--- config.mk ---
export PLATFORM = sky130hd
export DESIGN_NAME = write_state_machine
export DESIGN_NICKNAME = d
export VERILOG_FILES = /design/src/shared/flash_cmd_pkg.sv /design/src/read_mode_table.sv /design/src/write_state_machine.sv
export VERILOG_INCLUDE_DIRS = /design/src /design/src/shared
export SDC_FILE = /design/constraint.sdc
export NUM_CORES = 1
export LEC_CHECK = 0
export BUFFER_PORTS_ARGS = -buffer_cell sky130_fd_sc_hd__buf_2
export CAP_MARGIN = 20
export CORE_ASPECT_RATIO = 2
export CORE_MARGIN = 10
export CORE_UTILIZATION = 40
export CTS_CLUSTER_DIAMETER = 120
export DETAILED_ROUTE_END_ITERATION = 7
export PLACE_DENSITY = 0.66
export SYNTH_ARGS = -nofsm -noshare
export SYNTH_HDL_FRONTEND = slang
export SYNTH_HIERARCHICAL = 1
export SYNTH_SLANG_ARGS = --single-unit
export TNS_END_PERCENT = 50
--- constraint.sdc ---
create_clock -name ref_clk -period 2.4 [get_ports ref_clk]
set_clock_uncertainty 0.05 [all_clocks]
set_input_delay 0.12 -clock ref_clk [delete_from_list [all_inputs] [get_ports ref_clk]]
set_output_delay 0.12 -clock ref_clk [all_outputs]
set_load 0.02 [all_outputs]
--- src/shared/flash_cmd_defines.svh ---
/*
  Command codes, status word bits and read modes for the flash command state machine.
  Assumes inclusion by bare name from the package and design files.
*/
`ifndef FLASH_CMD_DEFINES_SVH
`define FLASH_CMD_DEFINES_SVH

// ****************************************
// Command codes written by the host
// ****************************************
`define CMD_READ_ARRAY    8'hff
`define CMD_PROGRAM_A     8'h10
`define CMD_PROGRAM_B     8'h40
`define CMD_BUF_PROGRAM   8'he8
`define CMD_ERASE_SETUP   8'h20
`define CMD_FACTORY_SETUP 8'h80
`define CMD_CONFIRM       8'hd0
`define CMD_SUSPEND       8'hb0
`define CMD_READ_STATUS   8'h70
`define CMD_CLEAR_STATUS  8'h50
`define CMD_READ_ID       8'h90
`define CMD_READ_QUERY    8'h98
`define CMD_LOCK_SETUP    8'h60
`define CMD_OTP_SETUP     8'hc0

// ****************************************
// Status word bit positions and reset value
// ****************************************
`define SW_READY        7
`define SW_ERASE_SUSP   6
`define SW_ERASE_ERR    5
`define SW_PROG_ERR     4
`define SW_VPP_ERR      3
`define SW_PROG_SUSP    2
`define SW_LOCK_ERR     1
`define SW_FACTORY_BUSY 0
`define SW_RESET        8'h80

// ****************************************
// Read mode encodings
// ****************************************
`define RM_ARRAY  2'h0
`define RM_IDENT  2'h1
`define RM_QUERY  2'h2
`define RM_STATUS 2'h3

`endif

--- src/shared/flash_cmd_pkg.sv ---
/*
  Types shared by the command state machine and its read mode table.
  Assumes the defines header is on the include path.
*/
package flash_cmd_pkg;
  `include "flash_cmd_defines.svh"

  // Read mode presented by a partition
  typedef logic [1:0] read_mode_t;

  // One-hot machine states
  typedef enum logic [17:0] {
    ST_READY        = 18'h00001,
    ST_LOCK_SETUP   = 18'h00002,
    ST_OTP_SETUP    = 18'h00004,
    ST_OTP_BUSY     = 18'h00008,
    ST_PROG_SETUP   = 18'h00010,
    ST_PROG_BUSY    = 18'h00020,
    ST_PROG_SUSP    = 18'h00040,
    ST_BUF_SETUP    = 18'h00080,
    ST_BUF_LOAD1    = 18'h00100,
    ST_BUF_LOAD2    = 18'h00200,
    ST_BUF_CONFIRM  = 18'h00400,
    ST_BUF_BUSY     = 18'h00800,
    ST_BUF_SUSP     = 18'h01000,
    ST_ERASE_SETUP  = 18'h02000,
    ST_ERASE_BUSY   = 18'h04000,
    ST_ERASE_SUSP   = 18'h08000,
    ST_FACT_SETUP   = 18'h10000,
    ST_FACT_BUSY    = 18'h20000
  } wsm_state_t;
endpackage : flash_cmd_pkg

--- src/read_mode_table.sv ---
/*
  Per-partition read mode memory.
  Assumes a one-cycle write strobe with a partition index and a mode.
*/
`include "flash_cmd_defines.svh"
module read_mode_table
  import flash_cmd_pkg::*;
#(
  parameter int PARTS = 8,
  parameter int PW    = 3
)
(
  input  wire logic            ref_clk,
  input  wire logic            rst_b,
  input  wire logic            set_en,
  input  wire logic [PW-1:0]   set_part,
  input  wire read_mode_t      set_mode,
  input  wire logic [PW-1:0]   rd_part,
  output read_mode_t           rd_mode
);

  // ****************************************
  // Mode storage
  // ****************************************
  read_mode_t mode_q [PARTS];   // One mode per partition

  // Each partition keeps its mode until a new command selects one
  always_ff @(posedge ref_clk)
  begin
    if (!rst_b)
    begin
      for (int i = 0; i < PARTS; i++)
      begin
        mode_q[i] <= `RM_ARRAY;
      end
    end
    else if (set_en)
    begin
      mode_q[set_part] <= set_mode;
    end
  end

  // Registered lookup of the addressed partition
  always_ff @(posedge ref_clk)
  begin
    if (!rst_b)
    begin
      rd_mode <= `RM_ARRAY;
    end
    else
    begin
      rd_mode <= mode_q[rd_part];
    end
  end

endmodule : read_mode_table

--- src/write_state_machine.sv ---
/*
  Command interpreter of a partitioned flash: state machine, status word, read modes.
  Assumes one host write per cycle on cmd_we, with command data and partition.
  The array operation timing comes from outside on op_done, with its error flags.
*/
`include "flash_cmd_defines.svh"
// Functional notes
// - Query command makes reads return query data
// - Next state from current state and command
// - Only one partition programs or erases
// - Partitions keep last read mode until changed
// - Next state ignores partition read mode
// - Program busy: suspend code suspends, others stay
// - Buffer load 2 waits for last word
// - Machine sets/clears ready, suspends; sets errors only
// - Reset clears status like clear command
module write_state_machine
  import flash_cmd_pkg::*;
#(
  parameter int PARTS = 8,
  parameter int PW    = 3
)
(
  input  wire logic          ref_clk,
  input  wire logic          rst_b,
  input  wire logic          cmd_we,
  input  wire logic [7:0]    cmd_data,
  input  wire logic [PW-1:0] cmd_part,
  input  wire logic          buf_last,
  input  wire logic          op_done,
  input  wire logic          op_fail,
  input  wire logic          vpp_low,
  input  wire logic          block_locked,
  input  wire logic [PW-1:0] rd_part,
  output read_mode_t         rd_mode,
  output logic [7:0]         status_word,
  output logic               busy,
  output logic [PW-1:0]      busy_part,
  output logic               start_op
);

  // ****************************************
  // State
  // ****************************************
  wsm_state_t         state_q;       // Current machine state
  wsm_state_t         state_d;       // Next machine state
  logic               err_cmd;       // Sequence error this cycle
  logic               lock_err;      // Lock sequence error this cycle
  logic               go;            // Operation starts this cycle
  logic               mode_en;       // Read mode update strobe
  read_mode_t         mode_val;      // Read mode to store

  // Is the machine running an array operation
  function automatic logic is_busy(input wsm_state_t s);
    is_busy = (s == ST_PROG_BUSY) || (s == ST_BUF_BUSY) || (s == ST_ERASE_BUSY) ||
              (s == ST_FACT_BUSY) || (s == ST_OTP_BUSY);
  endfunction : is_busy

  // Suspend state that pairs with a suspendable busy state
  function automatic wsm_state_t suspend_of(input wsm_state_t s);
    suspend_of = (s == ST_ERASE_BUSY) ? ST_ERASE_SUSP :
                 (s == ST_BUF_BUSY)   ? ST_BUF_SUSP   : ST_PROG_SUSP;
  endfunction : suspend_of
  // Busy state that a suspend state resumes into
  function automatic wsm_state_t resume_of(input wsm_state_t s);
    resume_of = (s == ST_ERASE_SUSP) ? ST_ERASE_BUSY :
                (s == ST_BUF_SUSP)   ? ST_BUF_BUSY   : ST_PROG_BUSY;
  endfunction : resume_of

  // ****************************************
  // Next state, from state, command, buf_last and op_done
  // ****************************************
  always_comb
  begin
    state_d  = state_q;
    err_cmd  = 1'b0;
    lock_err = 1'b0;
    go       = 1'b0;
    unique case (state_q)
      ST_READY:
      begin
        if (cmd_we)
        begin
          unique case (cmd_data)
            `CMD_PROGRAM_A,
            `CMD_PROGRAM_B:     state_d = ST_PROG_SETUP;
            `CMD_BUF_PROGRAM:   state_d = ST_BUF_SETUP;
            `CMD_ERASE_SETUP:   state_d = ST_ERASE_SETUP;
            `CMD_FACTORY_SETUP: state_d = ST_FACT_SETUP;
            `CMD_LOCK_SETUP:    state_d = ST_LOCK_SETUP;
            `CMD_OTP_SETUP:     state_d = ST_OTP_SETUP;
            default:            state_d = ST_READY;
          endcase
        end
      end
      ST_LOCK_SETUP:
      begin
        if (cmd_we)
        begin
          state_d  = ST_READY;
          lock_err = (cmd_data != `CMD_CONFIRM);   // Anything but confirm is a lock error
        end
      end
      ST_OTP_SETUP,
      ST_PROG_SETUP:
      begin
        if (cmd_we)
        begin
          state_d = (state_q == ST_OTP_SETUP) ? ST_OTP_BUSY : ST_PROG_BUSY;   // Data word
          go      = 1'b1;
        end
      end
      ST_PROG_BUSY,
      ST_BUF_BUSY,
      ST_ERASE_BUSY:
      begin
        if (op_done)
        begin
          state_d = ST_READY;
        end
        else if (cmd_we && cmd_data == `CMD_SUSPEND)
        begin
          state_d = suspend_of(state_q);
        end
      end
      ST_PROG_SUSP,
      ST_BUF_SUSP,
      ST_ERASE_SUSP:
      begin
        if (cmd_we && cmd_data == `CMD_CONFIRM)
        begin
          state_d = resume_of(state_q);   // Resume
        end
      end
      ST_BUF_SETUP:
      begin
        if (cmd_we)
        begin
          state_d = ST_BUF_LOAD1;   // Word count write
        end
      end
      ST_BUF_LOAD1,
      ST_BUF_LOAD2:
      begin
        if (cmd_we)
        begin
          state_d = buf_last ? ST_BUF_CONFIRM : ST_BUF_LOAD2;
        end
      end
      ST_BUF_CONFIRM:
      begin
        if (cmd_we)
        begin
          go      = (cmd_data == `CMD_CONFIRM);
          err_cmd = !go;
          state_d = go ? ST_BUF_BUSY : ST_READY;
        end
      end
      ST_ERASE_SETUP,
      ST_FACT_SETUP:
      begin
        if (cmd_we)
        begin
          go      = (cmd_data == `CMD_CONFIRM);
          err_cmd = !go;
          state_d = !go ? ST_READY :
                    (state_q == ST_ERASE_SETUP) ? ST_ERASE_BUSY : ST_FACT_BUSY;
        end
      end
      ST_OTP_BUSY,
      ST_FACT_BUSY:
      begin
        if (op_done)
        begin
          state_d = ST_READY;
        end
      end
      default:
      begin
        state_d = ST_READY;   // Illegal code recovers to ready
      end
    endcase
  end

  // State register
  always_ff @(posedge ref_clk)
  begin
    if (!rst_b)
    begin
      state_q <= ST_READY;
    end
    else
    begin
      state_q <= state_d;
    end
  end

  // ****************************************
  // Busy partition: a single owner at a time
  // ****************************************
  always_ff @(posedge ref_clk)
  begin
    if (!rst_b)
    begin
      busy      <= 1'b0;
      busy_part <= '0;
      start_op  <= 1'b0;
    end
    else
    begin
      busy     <= is_busy(state_d);
      start_op <= go;
      if (go)
      begin
        busy_part <= cmd_part;   // Only set when idle, so one owner
      end
    end
  end

  // ****************************************
  // Status word
  // ****************************************
  always_ff @(posedge ref_clk)
  begin
    if (!rst_b)
    begin
      status_word <= `SW_RESET;
    end
    else
    begin
      status_word[`SW_READY]        <= !is_busy(state_d);
      status_word[`SW_ERASE_SUSP]   <= (state_d == ST_ERASE_SUSP);
      status_word[`SW_PROG_SUSP]    <= (state_d == ST_PROG_SUSP) || (state_d == ST_BUF_SUSP);
      status_word[`SW_FACTORY_BUSY] <= (state_d == ST_FACT_BUSY);
      // Clear comes first so that a set in the same cycle wins
      if (cmd_we && cmd_data == `CMD_CLEAR_STATUS && state_q == ST_READY)
      begin
        status_word[`SW_ERASE_ERR:`SW_VPP_ERR] <= 3'h0;
        status_word[`SW_LOCK_ERR]              <= 1'b0;
      end
      // Error bits only ever set here
      if (err_cmd || (op_done && op_fail && state_q == ST_ERASE_BUSY))
      begin
        status_word[`SW_ERASE_ERR] <= 1'b1;
      end
      if (err_cmd || lock_err || (op_done && op_fail && state_q != ST_ERASE_BUSY))
      begin
        status_word[`SW_PROG_ERR] <= 1'b1;
      end
      if (go && vpp_low)
      begin
        status_word[`SW_VPP_ERR] <= 1'b1;
      end
      if (go && block_locked)
      begin
        status_word[`SW_LOCK_ERR] <= 1'b1;
      end
    end
  end

  // ****************************************
  // Read mode selection per partition
  // ****************************************
  always_comb
  begin
    mode_en  = 1'b0;
    mode_val = `RM_ARRAY;
    if (cmd_we && (state_q == ST_READY || state_q == ST_PROG_SUSP ||
                   state_q == ST_BUF_SUSP || state_q == ST_ERASE_SUSP))
    begin
      mode_en = 1'b1;
      unique case (cmd_data)
        `CMD_READ_ARRAY:  mode_val = `RM_ARRAY;
        `CMD_READ_ID:     mode_val = `RM_IDENT;
        `CMD_READ_QUERY:  mode_val = `RM_QUERY;
        `CMD_READ_STATUS: mode_val = `RM_STATUS;
        default:          mode_en  = 1'b0;
      endcase
    end
  end

  // Mode memory
  read_mode_table #(
    .PARTS (PARTS),
    .PW    (PW)
  ) u_modes (
    .ref_clk  (ref_clk),
    .rst_b    (rst_b),
    .set_en   (mode_en),
    .set_part (cmd_part),
    .set_mode (mode_val),
    .rd_part  (rd_part),
    .rd_mode  (rd_mode)
  );

endmodule : write_state_machine
==> results.ini, run 1 <==
[timing]
slew_viol_final=0
finalSetupTns_ns=-0.277
fin_crit_sh_pct=103
tightest_slew_ns=0.524
slew_headroom_pct=65.1
rsz0062_at_grt=yes
setup_viol_count_final=14
hold_viol=0
min_period_ns=2.46
fmax_mhz=406
holdWs_ns=0.0550
setup_ws_ns=-0.0642

[synthesis]
avgSynthCellArea_um2=8.94
syn-cell-area_um2=2860
synth.most_common_cell=nor2_1
synth_top_area_share_pct=23.1
ys_async_sr_fraction_pct=0
syn_nets=342
synth.area.top_cells=dfxtp_1 (23%), edfxtp_1 (17%), nor2_1 (7.2%), mux4_1 (3.7%), nand2_1 (3.5%)
synth-seq-area-share_pct=39.9
syn_inst=320
ys.flop_type=dfxtp_1
synth_top_area_cell=dfxtp_1
synth_common_cells=nor2_1 (55), dfxtp_1 (33), nand2_1 (27), o21ai_0 (17), edfxtp_1 (16)
synth_cell_types=66
ys_warn_count=6
yosys_register_bits=49
synth_edf_count=16

[routing]
antenna_left=0
first_pass_iters=4
wl_per_cell_um=18.3
drt_iter0_markers=190
wl_mm=8.93
drc_errors=0
vias=2837
routed_via_density=5.83

[flow_run]
maxCapViolations=0

[critical_path]
crit_chain=nor4_4 > nand4_1 > or3b_4 > buf_12 > nor4_2 > a31oi_1 > and2_2 > o41a_1
slowest_stage=or3b_4
crit_path_max_fanout=4
timing_worst_setup_path_type=flip-flop to flip-flop
critPathArrivalTime_ns=2.60
slowest_delay_ns=0.45
critPathLaunchType=flip-flop
endpoint_kind=flip-flop
required_ns=2.53

[run_status]
status=finished with violations
violations=setup timing

[global_route]
grt_overflow_total=0
grt_max_degree=25
grt_usage_pct=16.0
grt_pass1_wl_mm=14.0
grt_pass1_vias=2840
antenna_found_initial=0

[cts]
numCtsBuffers=5
cts_tree=done
clk_latency_ns=0.29
cts-root-buf=clkbuf_16
clock_path_buffers=2
cts_sinks=49
htreeDepth=2
clk_pin_slew_ns=0.07

[floorplan]
die_area_um2=11100
boundaryPins=37
start_util_pct=41.2
die_w_um=79.8
die_height_um=140
core_region_area_um2=6940
std_cell_rows=43

[placement]
io_buffers=36
place.gp.congestion=0.923
place_area_um2=3440
place_hpwl_mm=7.01
place_ws_ns=-0.0720

[min_path]
holdCritPathClass=input port to flip-flop

[layout]
n_fill_cell=614
areaGrowthSynthToFinish_pct=33.5
drive_gt1_share_pct=36.0
multiInputGateArea_um2=1770
layout.nets=418
n_antenna_cell=0
post-route-cell-area_um2=3820
regArea_um2=1150

[pwr]
leakagePower_nw=1.54
p_per_area_nw_per_um2=529
peakVddDrop_uv=382

## cells by family (layout without fill, tap and decap cells)
family / after synthesis / in the layout / share of synthesized area, %
simple gates: 160 / 160 / 32.7
compound gates: 71 / 71 / 17.0
flops: 49 / 49 / 39.9
buf+inv: 26 / 103 / 3.63
xor+xnor: 8 / 8 / 2.45
mux: 6 / 6 / 4.37
## metal layers
layer | GRT usage [%] | part of all wire (%)
met5 | 0 | 0
met4 | 11.6 | 6.3
met3 | 3.94 | 4.0
met2 | 29.9 | 57
met1 | 13.8 | 33
## placed cells by master, fill, tap and decap left out, drive strengths merged, types with 5 or more instances in the layout
cell,synthesis,routed
nand2b,6,6
a21oi,15,15
dfxtp,33,33
nand2,27,27
nor2,55,55
nor4b,5,5
inv,10,11
clkbuf,11,5
nand3,14,14
edfxtp,16,16
o21ai,19,19
nor3,8,8
buf,5,85
nor2b,6,6
nand4,9,9
nor4,10,10
## metrics by stage
| step | power, mW | utilization (%) | std cells |
|---|---|---|---|
| 6_report | 2.02 | 55.0 | 487 |
| 3_3_place_gp | 1.19 | 49.6 | 475 |
| 3_5_place_dp | 1.20 | 49.6 | 475 |
| 4_1_cts | 2.00 | 52.8 | 486 |
| 2_1_floorplan | 1.06 | - | 320 |
| 5_1_grt | 2.10 | 55.0 | 487 |
## critical path: cells and delay by family, from the launching register on
kind,cells,cell delay [ns]
compound gates,2,0.28
flops,1,0.34
simple gates,5,1.53
buf+inv,1,0.15
## what timing repair did
| item | in CTS | in global routing |
|---|---|---|
| endpoints found under the setup margin | 31 | 58 |
| resized for setup | 14 | 36 |
| hold endpoints to repair | 0 | 0 |
| pin swaps | 1 | 24 |
| setup buffers | 3 | 2 |
| hold buffers | 0 | 0 |
## report_power, final
part           leakage (nW)  internal, mW  switching [mW]
clock                0.0843         0.493           0.305
sequential            0.434         0.869         0.00844
combinational          1.02         0.152           0.191
## layout make-up
cell class	instances	area share, %
Clock inverter	3	1.18
Clock buffer	5	3.28
Sequential cell	49	30.1
Tap cell	90	2.95
Multi-Input combinational cell	245	46.5
Inverter	10	0.983
Timing Repair Buffer	85	15.1
## path summary, 6_finish.rpt
kind | startpoint | end | slack, ns | cells past startpoint
setup / recovery | state_q[10] | busy | -0.06 | 8
hold reg to reg | status_word[5] | status_word[5] | 0.41 | 2
hold / removal | cmd_part[1] | busy_part[1] | 0.06 | 3
setup reg to reg | state_q[10] | busy | -0.06 | 8
## state kept, by name, summed over array words and instances, names as in the netlist
name	cells
u_modes/mode_q	16
start_op	1
u_modes/rd_mode	2
status_word	8
state_q	18
busy	1
busy_part	3
Power figures use the tool's default switching activity.
==> run 2: changes to the inputs <==
--- a/config.mk
+++ b/config.mk
@@ -16,6 +16,5 @@
 export PLACE_DENSITY = 0.66
 export SYNTH_ARGS = -nofsm -noshare
 export SYNTH_HDL_FRONTEND = slang
-export SYNTH_HIERARCHICAL = 1
 export SYNTH_SLANG_ARGS = --single-unit
 export TNS_END_PERCENT = 50
==> run 2 against run 1 <==
  * The run still ends with setup timing left
  * Total power shrank 5.7%
  * Largest power group unchanged
  * Setup slack lost 0.24 ns
  * First-iteration DRC count grew 45%
  * Sequential cell count is the same
  * Largest cell class unchanged
  * Core utilization grew 7.0 points
  * Register-to-register slack lost 0.24 ns
  * Die area grew 0.25%
==> results.ini, run 2 <==
[routing]
vias=3149
drc_errors=0
antenna_left=0
wl_per_cell_um=21.8
drt_iter0_markers=276
wl_mm=11.6
routed_via_density=5.92
first_pass_iters=4

[critical_path]
timing_worst_setup_path_type=flip-flop to flip-flop
cp_num_buf_inv=1
slowest_delay_ns=0.61
required_ns=2.58
timing.rr.start=state_q[17]
slowest_stage=or4_4
critPathLaunchType=flip-flop
crit_path_max_fanout=6
critPathTopFamily=simple AND/OR/NAND/NOR gates
crit_chain=or4_4 > or3_4 > nor4_4 > a41oi_4 > a31oi_4 > nand2b_4 > buf_6 > a21oi_1 > nor2_1
endpoint_kind=flip-flop
startpoint=state_q[17]
critPathArrivalTime_ns=2.88

[global_route]
grt_max_degree=24
antenna_found_initial=0
grt_usage_pct=20.5
grt_pass1_vias=3300
grt_overflow_total=0
grt_pass1_wl_mm=17.4

[run_status]
violations=setup timing
status=finished with violations

[floorplan]
die_height_um=140
die_w_um=79.9
start_util_pct=41.3
std_cell_rows=43
die_area_um2=11200
core_region_area_um2=6940
boundaryPins=37

[synthesis]
synth_top_area_cell=dfxtp_1
ys.flop_type=dfxtp_1
syn_nets=352
avgSynthCellArea_um2=8.69
synth_top_area_share_pct=23.0
yosys_register_bits=49
syn-cell-area_um2=2870
synth-seq-area-share_pct=39.8
syn_inst=330
synth_cell_types=57
synth_common_cells=nor2_1 (57), dfxtp_1 (33), nand2_1 (23), edfxtp_1 (16)
synth.area.top_cells=dfxtp_1 (23%), edfxtp_1 (17%), nor2_1 (7.5%), mux4_2 (3.1%), nand2_1 (3.0%)
synth.most_common_cell=nor2_1
synth_edf_count=16
ys_async_sr_fraction_pct=0
ys_warn_count=0

[pwr]
p_total_mw=1.91
leakagePower_nw=1.64
p_per_area_nw_per_um2=443
peakVddDrop_uv=529

[timing]
rsz0062_at_grt=yes
min_period_ns=2.70
setup_viol_count_final=56
holdWs_ns=0.0471
slew_viol_final=0
setup_ws_ns=-0.304
fmax_mhz=370
hold_viol=0
fin_crit_sh_pct=113
tightest_slew_ns=0.651
slew_headroom_pct=56.4

[layout]
reg_top3=state_q x18, u_modes.mode_q x16, status_word x8
multiInputGateArea_um2=1980
final_cell_mix=buf_4 (79), nor2_1 (52), buf_2 (36)
n_antenna_cell=0
regArea_um2=1140
final_common_cell=buf_4
layout.nets=463
drive_gt1_share_pct=47.5
largest-register=state_q
n_fill_cell=599
largest_reg_flops=18
areaGrowthSynthToFinish_pct=50.0

[cts]
cts_sinks=49
clk_latency_ns=0.29
htreeDepth=2
clock_path_buffers=2
cts_tree=done
cts-root-buf=clkbuf_16
numCtsBuffers=5
clk_pin_slew_ns=0.07

[placement]
io_buffers=36
place.gp.congestion=1.02
place_hpwl_mm=8.96

[min_path]
holdCritPathClass=input port to flip-flop
holdCritStartpoint=block_locked

[flow_run]
maxCapViolations=0

## run 2: changes by cell type in the layout (fill, tap and decap cells not counted), sizes merged, moves of 4 or more
cell,delta
buf,+38
nor3,+8
inv,-6
nor2b,+5
a2bb2oi,-4
and3,+4
nand2,-4
nand4,-4
o21a,+4
or2,+4
xnor2,+4
xor2,-4
## run 2: area by class of cell
type,count,share of cell area (%)
Timing Repair Buffer,123,20.3
Clock inverter,3,1.08
Multi-Input combinational cell,257,46.0
Sequential cell,49,26.6
Tap cell,90,2.62
Inverter,5,0.436
Clock buffer,5,2.91
## run 2: final timing paths
| path | endpoint | slack (ns) | cells past startpoint |
|---|---|---|---|
| setup / recovery | state_q[13] | -0.30 | 9 |
| hold / removal | status_word[1] | 0.05 | 3 |
| setup reg to reg | state_q[13] | -0.30 | 9 |
| hold reg to reg | status_word[1] | 0.47 | 2 |
## run 2: tightest hold or removal path: cells and delay by family
| kind | cells | cell delay, ns |
|---|---|---|
| and+or+nand+nor | 1 | 0.09 |
| buffers and inverters | 1 | 0.08 |
| AOI/OAI and AO/OA | 1 | 0.06 |
## run 2: logic make-up (layout without fill, tap and decap cells)
family,after synthesis,after routing,synth area share (%)
buf+inv,24,136,3.88
simple gates,178,178,34.3
flops,49,49,39.8
mux,9,9,4.88
compound gates,62,62,14.7
xor+xnor,8,8,2.44
## run 2: repair_timing
item	CTS	global route
cloned	0	0
buffers inserted	3	7
hold buffers	0	0
gates resized for setup	23	54
endpoints found under the setup margin	60	62
pin swaps	7	23
## run 2: stage by stage
step,util [%],cell area [um2],TNS [ns],std cells,setup WS (ns)
2_1_floorplan,-,2920,-3.83,330,-0.197
3_3_place_gp,53.3,3700,-11.27,515,-0.368
3_5_place_dp,53.3,3700,-12.39,515,-0.342
4_1_cts,57.6,4000,-10.79,526,-0.291
5_1_grt,62.0,4300,-15.56,532,-0.364
6_report,62.0,4300,-8.93,532,-0.304
## run 2: report_power, final
group          total, mW  switching (mW)  internal, mW
clock              0.804           0.311         0.493
sequential         0.875         0.00663         0.869
combinational      0.226           0.127        0.0989
total               1.91           0.445          1.46
## run 2: metal layers
layer	vias to the layer above	part of all wire (%)	global-route usage, %
li1	1434	-	-
met3	78	5.2	3.61
met2	148	56	39.4
met5	-	0	0
met1	1489	29	17.3
met4	0	10	15.3
==> run 3: changes to the inputs <==
--- a/config.mk
+++ b/config.mk
@@ -10,10 +10,10 @@
 export CAP_MARGIN = 20
 export CORE_ASPECT_RATIO = 2
 export CORE_MARGIN = 10
-export CORE_UTILIZATION = 40
+export CORE_UTILIZATION = 52
 export CTS_CLUSTER_DIAMETER = 120
 export DETAILED_ROUTE_END_ITERATION = 7
-export PLACE_DENSITY = 0.66
+export PLACE_DENSITY = 0.81
 export SYNTH_ARGS = -nofsm -noshare
 export SYNTH_HDL_FRONTEND = slang
 export SYNTH_SLANG_ARGS = --single-unit
==> run 3 against run 2 <==
  * Core utilization grew 21 points
  * Global-route usage increased by 5.1 points
  * Critical endpoint is now u_modes.mode_q[1][0]
  * The flow still finishes with violations (setup timing)
  * Clock power shrank 35%
  * Largest cell class unchanged
  * Count of clock-buffer cells in the layout unchanged
  * Register-to-register slack got worse by 0.07 ns
==> results.ini, run 3 (synthesized netlist as in run 2, its figures left out) <==
[run_status]
status=finished with violations
violations=setup timing

[critical_path]
critPathLaunchType=flip-flop
required_ns=2.52
endpoint_kind=flip-flop
critPathArrivalTime_ns=2.89
worst-r2r-cell-count=10
timing_worst_setup_path_type=flip-flop to flip-flop
crit_path_max_fanout=4
ff2ff_setup_slack_ns=-0.37

[layout]
n_fill_cell=331
reg_top3=state_q x18, u_modes.mode_q x16, status_word x8
areaGrowthSynthToFinish_pct=55.0
fin_util_pct=82.8
final_common_cell=buf_4
multiInputGateArea_um2=2130
largest-register=state_q
n_antenna_cell=0
layout.nets=477
regArea_um2=1140
drive_gt1_share_pct=52.6
final_cell_mix=buf_4 (92), nor2_1 (40), buf_2 (36)
largest_reg_flops=18
fin_cells=516

[cts]
clock_path_buffers=2
clk_pin_slew_ns=0.11
cts_tree=done
clk_latency_ns=0.32
postCtsHoldBufs=0
htreeDepth=2
cts-root-buf=clkbuf_8
numCtsBuffers=5
cts_sinks=49

[floorplan]
die_height_um=125
std_cell_rows=38
boundaryPins=37
die_area_um2=9070
start_util_pct=53.4
die_w_um=72.5
core_region_area_um2=5370

[global_route]
grt_overflow_total=0
grt_max_degree=18
grt_pass1_vias=3374
grt_pass1_wl_mm=17.9
antenna_found_initial=0
grt_usage_pct=25.7

[routing]
first_pass_iters=5
wl_met3_um=858
antenna_left=0
met2_wirelength_mm=6.75
drc_errors=0
routed.top_layer=met4
vias=3374
routed_via_density=6.54
drt_iter0_markers=375
met1_length_mm=3.78
wl_per_cell_um=24.6
wl_mm=12.7

[timing]
holdWs_ns=0.0253
slew_viol_final=0
slew_headroom_pct=64.1
tightest_slew_ns=0.534
min_period_ns=2.77
hold_viol=0
fin_crit_sh_pct=115
fmax_mhz=361
setup_viol_count_final=62
rsz0062_at_grt=yes
setup_ws_ns=-0.372

[pwr]
leakagePower_nw=1.72
p_per_area_nw_per_um2=371
peakVddDrop_uv=418

[placement]
place_hpwl_mm=8.90
place_inst=492
io_buffers=36
place_ws_ns=-0.548
place.gp.congestion=1.10

[min_path]
hold_depth=3
holdCritPathClass=input port to flip-flop

[flow_run]
maxCapViolations=0

run 3: path summary, 6_finish.rpt:
kind | from | to
max reg2reg | state_q[14] | u_modes.mode_q[1][0]
min reg2reg | busy_part[2] | busy_part[2]
max | state_q[14] | u_modes.mode_q[1][0]
min | vpp_low | status_word[3]
run 3: final cells by class:
class	count	area share (%)
inverters	5	0.422
well taps	60	1.69
clock inverters	3	0.563
multi-input cells	257	47.8
flip-flops and latches	49	25.7
repair buffers	137	22.3
clock buffers	5	1.55
run 3: repair_timing:
| item | in CTS | in global routing |
|---|---|---|
| resized for setup | 58 | 46 |
| pin swaps | 25 | 23 |
| buffers inserted | 9 | 7 |
| endpoints found under the setup margin | 62 | 62 |
run 3: through the flow:
step	setup TNS [ns]	total power, mW	instance area, um2
2_1_floorplan	-3.83	0.988	2920
3_3_place_gp	-22.13	1.08	3720
3_5_place_dp	-23.06	1.08	3720
4_1_cts	-10.77	1.62	4170
5_1_grt	-17.45	1.68	4450
6_report	-13.61	1.65	4450
run 3: critical path: stages (launching register included):
cell	delay [ns]
dfxtp_1	0.33
or4_4	0.61
nor4_4	0.26
buf_4	0.18
nand4b_1	0.18
o31ai_4	0.17
o211ai_1	0.20
nor3_2	0.23
buf_4	0.17
nand3_4	0.13
nor2_1	0.13
run 3: metal layers:
| metal | up-vias | GRT usage [%] |
|---|---|---|
| li1 | 1462 | - |
| met1 | 1581 | 22.6 |
| met2 | 224 | 47.2 |
| met3 | 107 | 4.91 |
| met4 | 0 | 20.2 |
| met5 | - | 0 |
run 3: power by group:
part / leakage, nW / switching [mW] / total, mW / internal (mW)
combinational: 1.25 / 0.144 / 0.252 / 0.107
clock: 0.0447 / 0.312 / 0.523 / 0.211
sequential: 0.429 / 0.00558 / 0.873 / 0.868
